**src/bcp_pkg.sv**
```systemverilog
package bcp_pkg;
  // ----------------------------------------------------------------
  // boot partition address ranges
  // ----------------------------------------------------------------
  localparam logic [15:0] BOOT_LO_START = 16'h0000;
  localparam logic [15:0] BOOT_LO_END = 16'h01ff;
  localparam logic [15:0] BOOT_HI_START = 16'h8000;
  localparam logic [15:0] BOOT_HI_END = 16'h800f;
  // ----------------------------------------------------------------
  // command codes written into the boot partition
  // ----------------------------------------------------------------
  localparam logic [15:0] CMD_RESET = 16'h00f0;
  localparam logic [15:0] CMD_LOAD_1 = 16'h00e0;
  localparam logic [15:0] CMD_LOAD_2 = 16'h0000;
  localparam logic [15:0] CMD_READ_ID = 16'h0090;
  // ----------------------------------------------------------------
  // identification offsets inside the boot partition
  // ----------------------------------------------------------------
  localparam logic [15:0] ID_OFS_MAKER = 16'h0000;
  localparam logic [15:0] ID_OFS_DEVICE = 16'h0001;
  localparam logic [15:0] ID_OFS_PROTECT = 16'h0002;
  // ----------------------------------------------------------------
  // register offsets
  // ----------------------------------------------------------------
  localparam logic [15:0] OFS_BLOCK_SEL = 16'hf100;
  localparam logic [15:0] OFS_PAGE_SEL = 16'hf107;
  localparam logic [15:0] OFS_ECC2_MAIN = 16'hff05;
  localparam logic [15:0] OFS_ECC2_SPARE = 16'hff06;
  localparam logic [15:0] OFS_ECC3_MAIN = 16'hff07;
  localparam logic [15:0] OFS_ECC3_SPARE = 16'hff08;
  // ----------------------------------------------------------------
  // field positions and reset values
  // ----------------------------------------------------------------
  localparam int WORD_POS_LSB = 4;   // err_word_position at [11:4]
  localparam int LANE_LSB = 0;       // err_bit_lane at [3:0]
  localparam int SPARE_SEL_LSB = 4;  // spare_err_word_select at [5:4]
  localparam int PAGE_SEL_LSB = 2;   // flash_page_select at [7:2] of page register
  localparam logic [15:0] ECC_RESET = 16'h0000;
  localparam logic [15:0] SEL_RESET = 16'h0000;
  localparam logic [1:0] SPARE_WORD2 = 2'h0;
  localparam logic [1:0] SPARE_WORD3 = 2'h1;
  // ----------------------------------------------------------------
  // pin synchroniser depth and command states
  // ----------------------------------------------------------------
  localparam int SYNC_STAGES = 3;
  typedef enum logic [1:0] {ST_READY, ST_LOAD_ARMED, ST_ID_MODE, ST_LOAD_BUSY} bcp_state_t;
endpackage

```
**src/bcp_boot_cmd_port.sv**
```systemverilog
`timescale 1ns/1ps
// Contract
// - main result reports error word among 256
// - result carries which of 16 lanes
// - results update during boot load too
// - spare select bits 5:4, 00/01 words
// - commands accepted only at boot addresses
// - boot area 0000-01ff and 8000-800f
// - boot data read only before any command
// - other writes go to buffers/registers
// - execute only after all cycles received
// - bad boot write returns to ready; while a load is busy only f0 does, other boot writes are ignored
// - commands only from asynchronous cycles
// - f0 write resets all registers; selects kept if it is the second load cycle, results kept while busy
// - e0 then 0000 loads one page
// - page increments, wraps inside block
// - 90 then read maker, device, protection
// - write strobe toggle ends identification
// - burst read start, data while oe low
// - burst write start, data while oe high
// - any command clears result registers; not while a load is busy, and a same-cycle update wins
module bcp_boot_cmd_port
  import bcp_pkg::*;
#(
  parameter logic [15:0] MAKER_CODE = 16'h0a5a,  // arbitrary value
  parameter logic [15:0] DEVICE_CODE = 16'h0c3c, // arbitrary value
  parameter int PAGE_BITS = 6                    // 64 pages of 2KB per 128KB block
) (
  input wire logic clock,
  input wire logic sys_rst,
  input wire logic chip_sel_n,
  input wire logic out_en_n,
  input wire logic write_n,
  input wire logic warm_reset_n,
  input wire logic address_valid_n,
  input wire logic burst_clk,
  input wire logic [15:0] addr,
  input wire logic [15:0] dq_i,
  output logic [15:0] dq_o,
  output logic dq_oe,
  input wire logic [15:0] boot_rd_data,
  input wire logic [15:0] buf_rd_data,
  input wire logic [15:0] protect_status,
  output logic buf_wr,
  output logic [15:0] buf_addr,
  output logic [15:0] buf_wdata,
  output logic load_req,
  output logic [15:0] load_block,
  output logic [PAGE_BITS-1:0] load_page,
  input wire logic load_done,
  output logic core_reset,
  input wire logic ecc_upd,
  input wire logic ecc_upd_sector,
  input wire logic [7:0] ecc_upd_word,
  input wire logic [3:0] ecc_upd_main_lane,
  input wire logic [1:0] ecc_upd_spare_sel,
  input wire logic [3:0] ecc_upd_spare_lane
);
  // ----------------------------------------------------------------
  // pin synchronisers
  // ----------------------------------------------------------------
  localparam int NPIN = 38;
  logic [NPIN-1:0] pin_raw;
  logic [NPIN-1:0] pin_s1_q, pin_s2_q, pin_s3_q, pin_q;
  assign pin_raw = {chip_sel_n, out_en_n, write_n, warm_reset_n, address_valid_n, burst_clk, addr, dq_i};

  // each bit takes a new value only once stages two and three agree
  genvar gi;
  generate
    for (gi = 0; gi < NPIN; gi++) begin : g_sync
      always_ff @(posedge clock) begin
        if (sys_rst) begin
          pin_s1_q[gi] <= 1'b1;
          pin_s2_q[gi] <= 1'b1;
          pin_s3_q[gi] <= 1'b1;
          pin_q[gi] <= 1'b1;
        end else begin
          pin_s1_q[gi] <= pin_raw[gi];
          pin_s2_q[gi] <= pin_s1_q[gi];
          pin_s3_q[gi] <= pin_s2_q[gi];
          if (pin_s2_q[gi] == pin_s3_q[gi]) begin
            pin_q[gi] <= pin_s3_q[gi];
          end
        end
      end
    end
  endgenerate

  // filtered pin levels
  logic ce_n_f, oe_n_f, we_n_f, rp_n_f, avd_n_f, bclk_f;
  logic [15:0] addr_f, data_f;
  assign {ce_n_f, oe_n_f, we_n_f, rp_n_f, avd_n_f, bclk_f, addr_f, data_f} = pin_q;

  // ----------------------------------------------------------------
  // strobe edges and decode
  // ----------------------------------------------------------------
  logic we_n_prev_q, bclk_prev_q;
  logic we_rise, bclk_rise;
  assign we_rise = we_n_f & ~we_n_prev_q;
  assign bclk_rise = bclk_f & ~bclk_prev_q;

  // boot partition test, shared by write and read paths
  function automatic logic in_boot(input logic [15:0] a);
    in_boot = (a <= BOOT_LO_END) || (a >= BOOT_HI_START && a <= BOOT_HI_END);
  endfunction

  logic burst_q, burst_rd_q;
  logic [15:0] burst_addr_q;
  logic async_wr, cmd_wr, plain_wr, burst_wr, addr_boot;
  logic soft_rst, any_rst;
  assign addr_boot = in_boot(addr_f);
  // asynchronous write: ce low, clock held low, not inside a burst
  assign async_wr = we_rise & ~ce_n_f & oe_n_f & ~bclk_f & ~burst_q;
  assign cmd_wr = async_wr & addr_boot;
  assign plain_wr = async_wr & ~addr_boot;
  assign burst_wr = burst_q & ~burst_rd_q & bclk_rise & oe_n_f & ~ce_n_f;

  // ----------------------------------------------------------------
  // command state machine
  // ----------------------------------------------------------------
  bcp_state_t state_q, state_d;
  logic cmd_seen_q;
  logic start_load, cmd_accept;
  assign soft_rst = cmd_wr && state_q != ST_LOAD_ARMED && data_f == CMD_RESET;
  assign any_rst = sys_rst | ~rp_n_f | soft_rst;
  assign start_load = cmd_wr && state_q == ST_LOAD_ARMED && data_f == CMD_LOAD_2;

  // next-state decode; outside a busy load, any unexpected boot write falls back to ready
  always_comb begin
    state_d = state_q;
    cmd_accept = 1'b0;
    unique case (state_q)
      ST_READY, ST_ID_MODE: begin
        if (we_rise && state_q == ST_ID_MODE) begin
          state_d = ST_READY;
        end
        if (cmd_wr) begin
          cmd_accept = 1'b1;
          if (data_f == CMD_LOAD_1) begin
            state_d = ST_LOAD_ARMED;
          end else if (data_f == CMD_READ_ID) begin
            state_d = ST_ID_MODE;
          end else begin
            state_d = ST_READY;
          end
        end
      end
      ST_LOAD_ARMED: begin
        if (cmd_wr) begin
          cmd_accept = 1'b1;
          state_d = start_load ? ST_LOAD_BUSY : ST_READY;
        end
      end
      ST_LOAD_BUSY: begin
        if (load_done) begin
          state_d = ST_READY;
        end
      end
    endcase
  end

  // state register; a reset command drops straight back to ready
  always_ff @(posedge clock) begin
    if (any_rst) begin
      state_q <= ST_READY;
    end else begin
      state_q <= state_d;
    end
  end

  // remembers that a command was written since reset
  always_ff @(posedge clock) begin
    if (sys_rst || ~rp_n_f) begin
      cmd_seen_q <= 1'b0;
    end else if (cmd_accept) begin
      cmd_seen_q <= 1'b1;
    end
  end

  // ----------------------------------------------------------------
  // block and page selection registers
  // ----------------------------------------------------------------
  logic [15:0] block_sel_q;
  logic [PAGE_BITS-1:0] page_sel_q;

  // the page increment wraps so repeated loads never leave the block
  always_ff @(posedge clock) begin
    if (any_rst) begin
      block_sel_q <= SEL_RESET;
      page_sel_q <= SEL_RESET[PAGE_BITS-1:0];
    end else begin
      if (plain_wr && addr_f == OFS_BLOCK_SEL) begin
        block_sel_q <= data_f;
      end
      if (state_q == ST_LOAD_BUSY && load_done) begin
        page_sel_q <= page_sel_q + 1'b1;
      end else if (plain_wr && addr_f == OFS_PAGE_SEL) begin
        page_sel_q <= data_f[PAGE_SEL_LSB +: PAGE_BITS];
      end
    end
  end

  // ----------------------------------------------------------------
  // ecc result registers
  // ----------------------------------------------------------------
  logic [7:0] ecc_word_q [2];
  logic [3:0] ecc_mlane_q [2];
  logic [1:0] ecc_ssel_q [2];
  logic [3:0] ecc_slane_q [2];

  // updates are taken at any time, boot load included; an update in the
  // same cycle as a command clear wins so no result is lost
  generate
    for (gi = 0; gi < 2; gi++) begin : g_ecc
      always_ff @(posedge clock) begin
        if (sys_rst || ~rp_n_f) begin
          ecc_word_q[gi] <= ECC_RESET[7:0];
          ecc_mlane_q[gi] <= ECC_RESET[3:0];
          ecc_ssel_q[gi] <= ECC_RESET[1:0];
          ecc_slane_q[gi] <= ECC_RESET[3:0];
        end else if (ecc_upd && ecc_upd_sector == 1'(gi)) begin
          ecc_word_q[gi] <= ecc_upd_word;
          ecc_mlane_q[gi] <= ecc_upd_main_lane;
          ecc_ssel_q[gi] <= ecc_upd_spare_sel;
          ecc_slane_q[gi] <= ecc_upd_spare_lane;
        end else if (cmd_accept) begin
          ecc_word_q[gi] <= ECC_RESET[7:0];
          ecc_mlane_q[gi] <= ECC_RESET[3:0];
          ecc_ssel_q[gi] <= ECC_RESET[1:0];
          ecc_slane_q[gi] <= ECC_RESET[3:0];
        end
      end
    end
  endgenerate

  // register images with reserved bits at zero
  logic [15:0] main_img [2];
  logic [15:0] spare_img [2];
  assign main_img[0] = {4'h0, ecc_word_q[0], ecc_mlane_q[0]};
  assign main_img[1] = {4'h0, ecc_word_q[1], ecc_mlane_q[1]};
  assign spare_img[0] = {10'h000, ecc_ssel_q[0], ecc_slane_q[0]};
  assign spare_img[1] = {10'h000, ecc_ssel_q[1], ecc_slane_q[1]};

  // ----------------------------------------------------------------
  // burst tracking
  // ----------------------------------------------------------------
  logic burst_start;
  assign burst_start = ~ce_n_f & ~avd_n_f & bclk_rise & oe_n_f;

  // a burst ends with chip select high or the warm-reset pin low
  always_ff @(posedge clock) begin
    if (sys_rst || ce_n_f || ~rp_n_f) begin
      burst_q <= 1'b0;
      burst_rd_q <= 1'b0;
      burst_addr_q <= 16'h0000;
    end else if (burst_start) begin
      burst_q <= 1'b1;
      burst_rd_q <= we_n_f;
      burst_addr_q <= addr_f;
    end else if (burst_q && bclk_rise && (burst_rd_q ? ~oe_n_f : oe_n_f)) begin
      burst_addr_q <= burst_addr_q + 16'h0001;
    end
  end

  // ----------------------------------------------------------------
  // read data path
  // ----------------------------------------------------------------
  logic [15:0] rd_addr, id_data, rd_data, reg_data;
  logic rd_active;
  assign rd_addr = burst_q ? burst_addr_q : addr_f;
  assign rd_active = ~ce_n_f & ~oe_n_f & we_n_f & rp_n_f & (burst_q ? burst_rd_q : ~bclk_f);
  assign id_data = (addr_f == ID_OFS_MAKER) ? MAKER_CODE :
                   (addr_f == ID_OFS_DEVICE) ? DEVICE_CODE :
                   (addr_f == ID_OFS_PROTECT) ? protect_status : 16'h0000;
  assign reg_data = (rd_addr == OFS_ECC2_MAIN) ? main_img[0] :
                    (rd_addr == OFS_ECC2_SPARE) ? spare_img[0] :
                    (rd_addr == OFS_ECC3_MAIN) ? main_img[1] :
                    (rd_addr == OFS_ECC3_SPARE) ? spare_img[1] : buf_rd_data;
  // boot reads after a command give command results, not boot data
  assign rd_data = (~burst_q && in_boot(rd_addr)) ?
                   (state_q == ST_ID_MODE ? id_data : (cmd_seen_q ? 16'h0000 : boot_rd_data)) : reg_data;

  // output drive; the bus floats in standby and in warm reset
  always_ff @(posedge clock) begin
    if (sys_rst) begin
      dq_o <= 16'h0000;
      dq_oe <= 1'b0;
    end else begin
      dq_o <= rd_data;
      dq_oe <= rd_active;
    end
  end

  // ----------------------------------------------------------------
  // buffer writes and load requests
  // ----------------------------------------------------------------
  always_ff @(posedge clock) begin
    if (sys_rst) begin
      buf_wr <= 1'b0;
      buf_addr <= 16'h0000;
      buf_wdata <= 16'h0000;
      load_req <= 1'b0;
      core_reset <= 1'b0;
    end else begin
      buf_wr <= plain_wr | burst_wr;
      buf_addr <= burst_wr ? burst_addr_q : addr_f;
      buf_wdata <= data_f;
      load_req <= start_load;
      core_reset <= soft_rst;
    end
  end
  assign load_block = block_sel_q;
  assign load_page = page_sel_q;

  // edge history
  always_ff @(posedge clock) begin
    if (sys_rst) begin
      we_n_prev_q <= 1'b1;
      bclk_prev_q <= 1'b1;
    end else begin
      we_n_prev_q <= we_n_f;
      bclk_prev_q <= bclk_f;
    end
  end
endmodule

```
**config.mk**
```make
export PLATFORM = sky130hd
export DESIGN_NAME = bcp_boot_cmd_port
export DESIGN_NICKNAME = d
export VERILOG_FILES = /design/src/bcp_pkg.sv /design/src/bcp_boot_cmd_port.sv
export SDC_FILE = /design/constraint.sdc
export NUM_CORES = 1
export LEC_CHECK = 0
export CAP_MARGIN = 5
export CORE_ASPECT_RATIO = 0.6
export CORE_UTILIZATION = 65
export CTS_CLUSTER_DIAMETER = 100
export DETAILED_ROUTE_END_ITERATION = 6
export DONT_BUFFER_PORTS = 1
export PLACE_DENSITY = 0.87
export RECOVER_POWER = 100
export SLEW_MARGIN = 25
export SYNTH_ARGS = -nofsm -noshare
export SYNTH_HDL_FRONTEND = slang
export SYNTH_SLANG_ARGS = --single-unit
export TNS_END_PERCENT = 50
```
**constraint.sdc**
```tcl
create_clock -name clock -period 5.3 [get_ports clock]
set_input_delay 0.265 -clock clock [delete_from_list [all_inputs] [get_ports clock]]
set_output_delay 0.265 -clock clock [all_outputs]
set_load 0.01 [all_outputs]
```
; Yosys cells after proc, flatten, opt, wreduce, memory -nomap -nowiden
; Memories as Yosys holds them, arrays and structs flattened.
; Cells that the tools add are included.
[word_totals]
register_bits = 249
latch_bits = 0
ramBits = 36
rom_bits = 0
input_bits = 109
word_cells = 372
n_memories = 4
[classes]
n_addsub = 2
multipliers = 0
n_div = 0
magnitude_cmp = 6
eq_ne = 56
shift = 0
muxes = 59
bitwise = 49
n_reduce_logical = 28
[memory_table]
columns = memory, depth, word_bits, read_ports, rd_ports_with_merged_regs, write_ports, line_no
row1 = ecc_word_q, 2, 8, 2, 0, 2, bcp_boot_cmd_port.sv:206  ; logic [7:0] ecc_word_q [2];
row2 = ecc_mlane_q, 2, 4, 2, 0, 2, bcp_boot_cmd_port.sv:207  ; logic [3:0] ecc_mlane_q [2];
row3 = ecc_slane_q, 2, 4, 2, 0, 2, bcp_boot_cmd_port.sv:209  ; logic [3:0] ecc_slane_q [2];
row4 = ecc_ssel_q, 2, 2, 2, 0, 2, bcp_boot_cmd_port.sv:208  ; logic [1:0] ecc_ssel_q [2];
[ops]
columns = op, n
row1 = $mux W16, 14
row2 = $eq A16 B16 Y1 const B, 6
row3 = $eq A16 B8 Y1 const B, 3
row4 = $eq A1 B1 Y1, 38
row5 = $ge A16 B16 Y1 const B, 2
row6 = $le A16 B16 Y1 const B, 2
row7 = $le A16 B9 Y1 const B, 2
row8 = $logic_not A16 Y1, 2
row9 = $mux W4, 8
row10 = $mux W8, 4
row11 = $mux W2, 11
row12 = $and A1 B1 Y1, 19
row13 = $mux W1, 19
row14 = $or A1 B1 Y1, 19
row15 = $add A16 B1 Y16 const B, 1
row16 = $eq A16 B1 Y1 const B, 1
row17 = $eq A16 B2 Y1 const B, 1
row18 = $logic_and A1 B1 Y1, 15
row19 = $mux W6, 2
row20 = $not A1 Y1, 11
row21 = $add A6 B1 Y6 const B, 1
row22 = $pmux W2 S3, 1
row23 = $logic_or A1 B1 Y1, 5
row24 = $eq A2 B2 Y1 const B, 2
row25 = 9 further kinds, 11

; Depth between registers and ports, before layout
[depth]
word_depth = 14
mapped_depth = 9
ltp_nobuf = 6

; Least setup slack after synthesis
; OpenSTA, ideal clock, no wires.
[synth_path]
path_type = reg2reg
from = reg pin_q[23], in the netlist addr_f[7]
to = mem ecc_mlane_q[0][0] (enable)
setup_ns = 0.418
arrival_time_ns = 2.083
required_time_ns = 4.882
setup_slack_ns = 2.799
stages_incl_launch_ff = 7
period_less_slack_ns = 2.501
path_cell_list = dfxtp_1 -> or4_4 -> o21ai_2 -> nand3_1 -> a21oi_1 -> nor2_1 -> o21ai_0
[synth_rtl]
columns = item, line_no
row1 = from (decl), bcp_boot_cmd_port.sv:64  ; logic [NPIN-1:0] pin_s1_q, pin_s2_q, pin_s3_q, pin_q;
row2 = "from (signal, indexed assignment)", bcp_boot_cmd_port.sv:82  ; pin_q[gi] <= pin_s3_q[gi];
row3 = to (decl), bcp_boot_cmd_port.sv:207

; Worst setup path in the final report
[layout_path]
from = reg pin_q[26], in the netlist addr_f[10]
to = reg dq_o[7]
[layout_between]
elab_chain_cells = 7
[layout_lines]
columns = item, line_no
row1 = "parallel branches: the longest is 6 deep, another holds $ge A16 B16 Y1", -
row2 = $mux W16 *, bcp_boot_cmd_port.sv:280  ; assign rd_data = (~burst_q && in_boot(rd_addr)) ?
row3 = to (signal assigned), bcp_boot_cmd_port.sv:289  ; dq_o <= rd_data;
row4 = to (decl), bcp_boot_cmd_port.sv:39  ; output logic [15:0] dq_o,
; Every way passes the cells marked *.
; A chain may end at the register's enable or synchronous reset.

==> metrics.yaml <==
grt_use_met2: 0.488
cts_tree: "done"
syn_to_final_growth_pct: 14.8
slowest_delay_ps: 690
wire_per_inst_um: 19.3
via_count: 8222
leakage_uw: 0.00461
min_period_ps: 3750
netlist-cell-type-count: 63
stdcell_count: 1376
grt_max_degree: 204
gp_congestion: 0.987
max_freq_mhz: 267
power_density_nw_per_um2: 345
met1_usage: 0.407
setup_viol: 0
max-slew-margin-rel: -1.14
critPathKind: "flop to flop"
p_int_uw: 3360
peakVddDrop_v: 0.000292
syn-num-nets: 1220
violations: "capacitance limit, slew limit"
cp.arrival_ps: 4160
ios: 183
synth-main-ff-cell: "dfxtp_1"
required_ps: 5710
rsz0062_at_grt: "false"
cts_buffer_depth: 3
fillCellCount: 967
antenna_found_initial: 3
portBuffers: 0
cts-buffers-inserted: 24
finalClockSkew_ps: 12.5
htree_levels: 1
synth-warning-count: 0
design_area_um2: 12300
dr.pass1.iters: 6
cts_root_buf: "clkbuf_16"
die_h_um: 102
dpl_cell_area_um2: 10700
setup_ws_ps: 1550
p_sw_uw: 899
maxSlewViolCount: 204
p_comb_frac: 0.037
coreArea_um2: 15800
cts_sinks: 285
dp.cells: 1249
worst_pin_slew_ps: 3210
grt_pass1_wl_um: 41000
seqPwrFrac: 0.541
status: "complete, but fails checks"
worstPathCellList: "or3_1 -> nor4_4 -> nand3_1 -> a221oi_1 -> dlygate4sd3_1 -> nor3_1 -> dlygate4sd3_1"
drt-initial-drc-count: 678
clkLatencyLatePin_ps: 520
cp-end-kind: "flop"
slowest_stage: "dlygate4sd3_1"
grt_overflow_total: 0
drc_errors: 0
netlist_instances: 1109
wirelength_um: 26500
finalHoldViolations: 0
syn_area_um2: 10700
layout-drive-gt1-share: 0.147
switching_share: 0.211
crit_path_start_kind: "flop"
die_x_um: 168
clk_pin_slew_ps: 60
drtAntennaViolNets: 0
layout.nets: 1263
dieArea_um2: 17100
dp_hpwl_um: 17000
dp_worst_setup_slack_ps: 2340
critPathMaxFanout: 17
maxCapViolCount: 1
cp_common_cell: "dlygate4sd3_1"
hold_ws_ps: 20.2
setup_tns_ps: 0
ys_async_sr_fraction: 0
initial_core_util: 0.682
grt_pass1_vias: 7720
yosys_register_bits: 285
grt-busiest-layer: "met2"
grt_usage: 0.309
gr-usage-met3: 0.0953
layout_worst_path_cycle_share: 0.708
crit_family: "simple AND/OR/NAND/NOR gates"
pwr-share-clk: 0.422
hold_class: "input port to flop"
fp-row-count: 35
seq_area_frac_synth: 0.565
synth_edf_count: 36
synth_area_per_cell_um2: 9.69
cp_num_buf_inv: 2
vias_per_cell: 5.98
layer usage:
| layer | vias to the layer above | part of all wire |
|---|---|---|
| li1 | 3908 | - |
| met1 | 3800 | 0.42 |
| met2 | 438 | 0.44 |
| met3 | 74 | 0.11 |
| met4 | 2 | 0.030 |
| met5 | - | 0.00049 |
cells in the final DEF, fill, tap and decap left out, types with 24 or more instances in the layout:
| cell | instances |
|---|---|
| nor2_1 | 87 |
| a21oi_1 | 108 |
| dlygate4sd3_1 | 79 |
| edfxtp_1 | 36 |
| nand3_1 | 26 |
| dfxtp_1 | 249 |
| o21bai_1 | 44 |
| nand2_1 | 104 |
| or2_2 | 119 |
| clkbuf_16 | 24 |
| and2_0 | 27 |
Yosys cell counts, types with 7 or more instances:
cell type  count  area share
and2_1        41       0.024
a22o_1        10      0.0082
nand3_1       26       0.012
clkbuf_1      55       0.019
nor2b_1       23       0.013
o21bai_1      44       0.031
nand2_1      104       0.036
o21ai_0       16      0.0075
dfxtp_1      249        0.46
nand2b_1       7      0.0041
xor2_1        10      0.0082
inv_1          7      0.0024
a21oi_1      108       0.050
or2_2        119       0.069
nor3_1        23       0.011
edfxtp_1      36        0.10
nor2_1        89       0.031
a211oi_1      23       0.016
worst reg2reg max path, stage by stage (launching register included):
cell and delay [ps]:
dfxtp_1 390, or3_1 440, nor4_4 370, nand3_1 650
a221oi_1 450, dlygate4sd3_1 610, nor3_1 40, dlygate4sd3_1 690
through the flow:
stage | power (uW) | utilization
2_1_floorplan | 2430 | -
3_3_place_gp | 2430 | 0.682
3_5_place_dp | 2440 | 0.682
4_1_cts | 4270 | 0.785
5_1_grt | 4390 | 0.782
6_report | 4260 | 0.782
power groups by stage:
| stage | clock network (uW) | registers [uW] | logic (uW) |
|---|---|---|---|
| after CTS | 1810 | 2300 | 154 |
| after global routing | 1910 | 2310 | 173 |
| after global placement | 0 | 2350 | 82.9 |
| after detailed placement | 0 | 2350 | 85.4 |
| after floorplan | 0 | 2340 | 88.0 |
| final | 1800 | 2300 | 159 |
state kept, by name (all words and copies together), names as in the netlist, 16 cells and up:
name          cells
pin_s1_q         38
pin_s2_q         38
pin_s3_q         38
addr_f           16
buf_addr         16
buf_wdata        16
burst_addr_q     16
data_f           16
dq_o             16
ecc_word_q       16
load_block       16
path summary, 6_finish.rpt:
path                                  start     endpoint  slack, ps  cells past startpoint
worst max-delay path             addr_f[10]      dq_o[7]       1550                      7
worst min-delay path                sys_rst      dq_o[3]         20                      3
worst max register to register   addr_f[10]      dq_o[7]       1550                      7
worst min register to register  pin_s1_q[0]  pin_s2_q[0]        410                      1
cells by family after synthesis:
family                     after synthesis  synth area share
AOI/OAI and AO/OA                      248             0.151
xor gates and xnor gates                16            0.0130
adders and majority gates                2           0.00233
buffers and inverters                   73            0.0281
DFF                                    285             0.565
muxes                                    3           0.00280
and+or+nand+nor                        482             0.238
what timing repair did:
action                    4_1_cts  5_1_grt
gates resized for setup         0        0
hold endpoints to repair      242        0
setup buffers                   0        0
hold buffers                   80        0
cell type report:
| type | count | area, um^2 | area share |
|---|---|---|---|
| Antenna cell | 3 | 7.51 | 0.000609 |
| Clock buffer | 33 | 684 | 0.0555 |
| Clock inverter | 11 | 125 | 0.0101 |
| Inverter | 7 | 26.3 | 0.00213 |
| Multi-Input combinational cell | 751 | 4360 | 0.353 |
| Sequential cell | 285 | 6070 | 0.492 |
| Tap cell | 203 | 254 | 0.0206 |
| Timing Repair Buffer | 83 | 811 | 0.0658 |
Note: power is estimated with default switching activity, not from simulation.
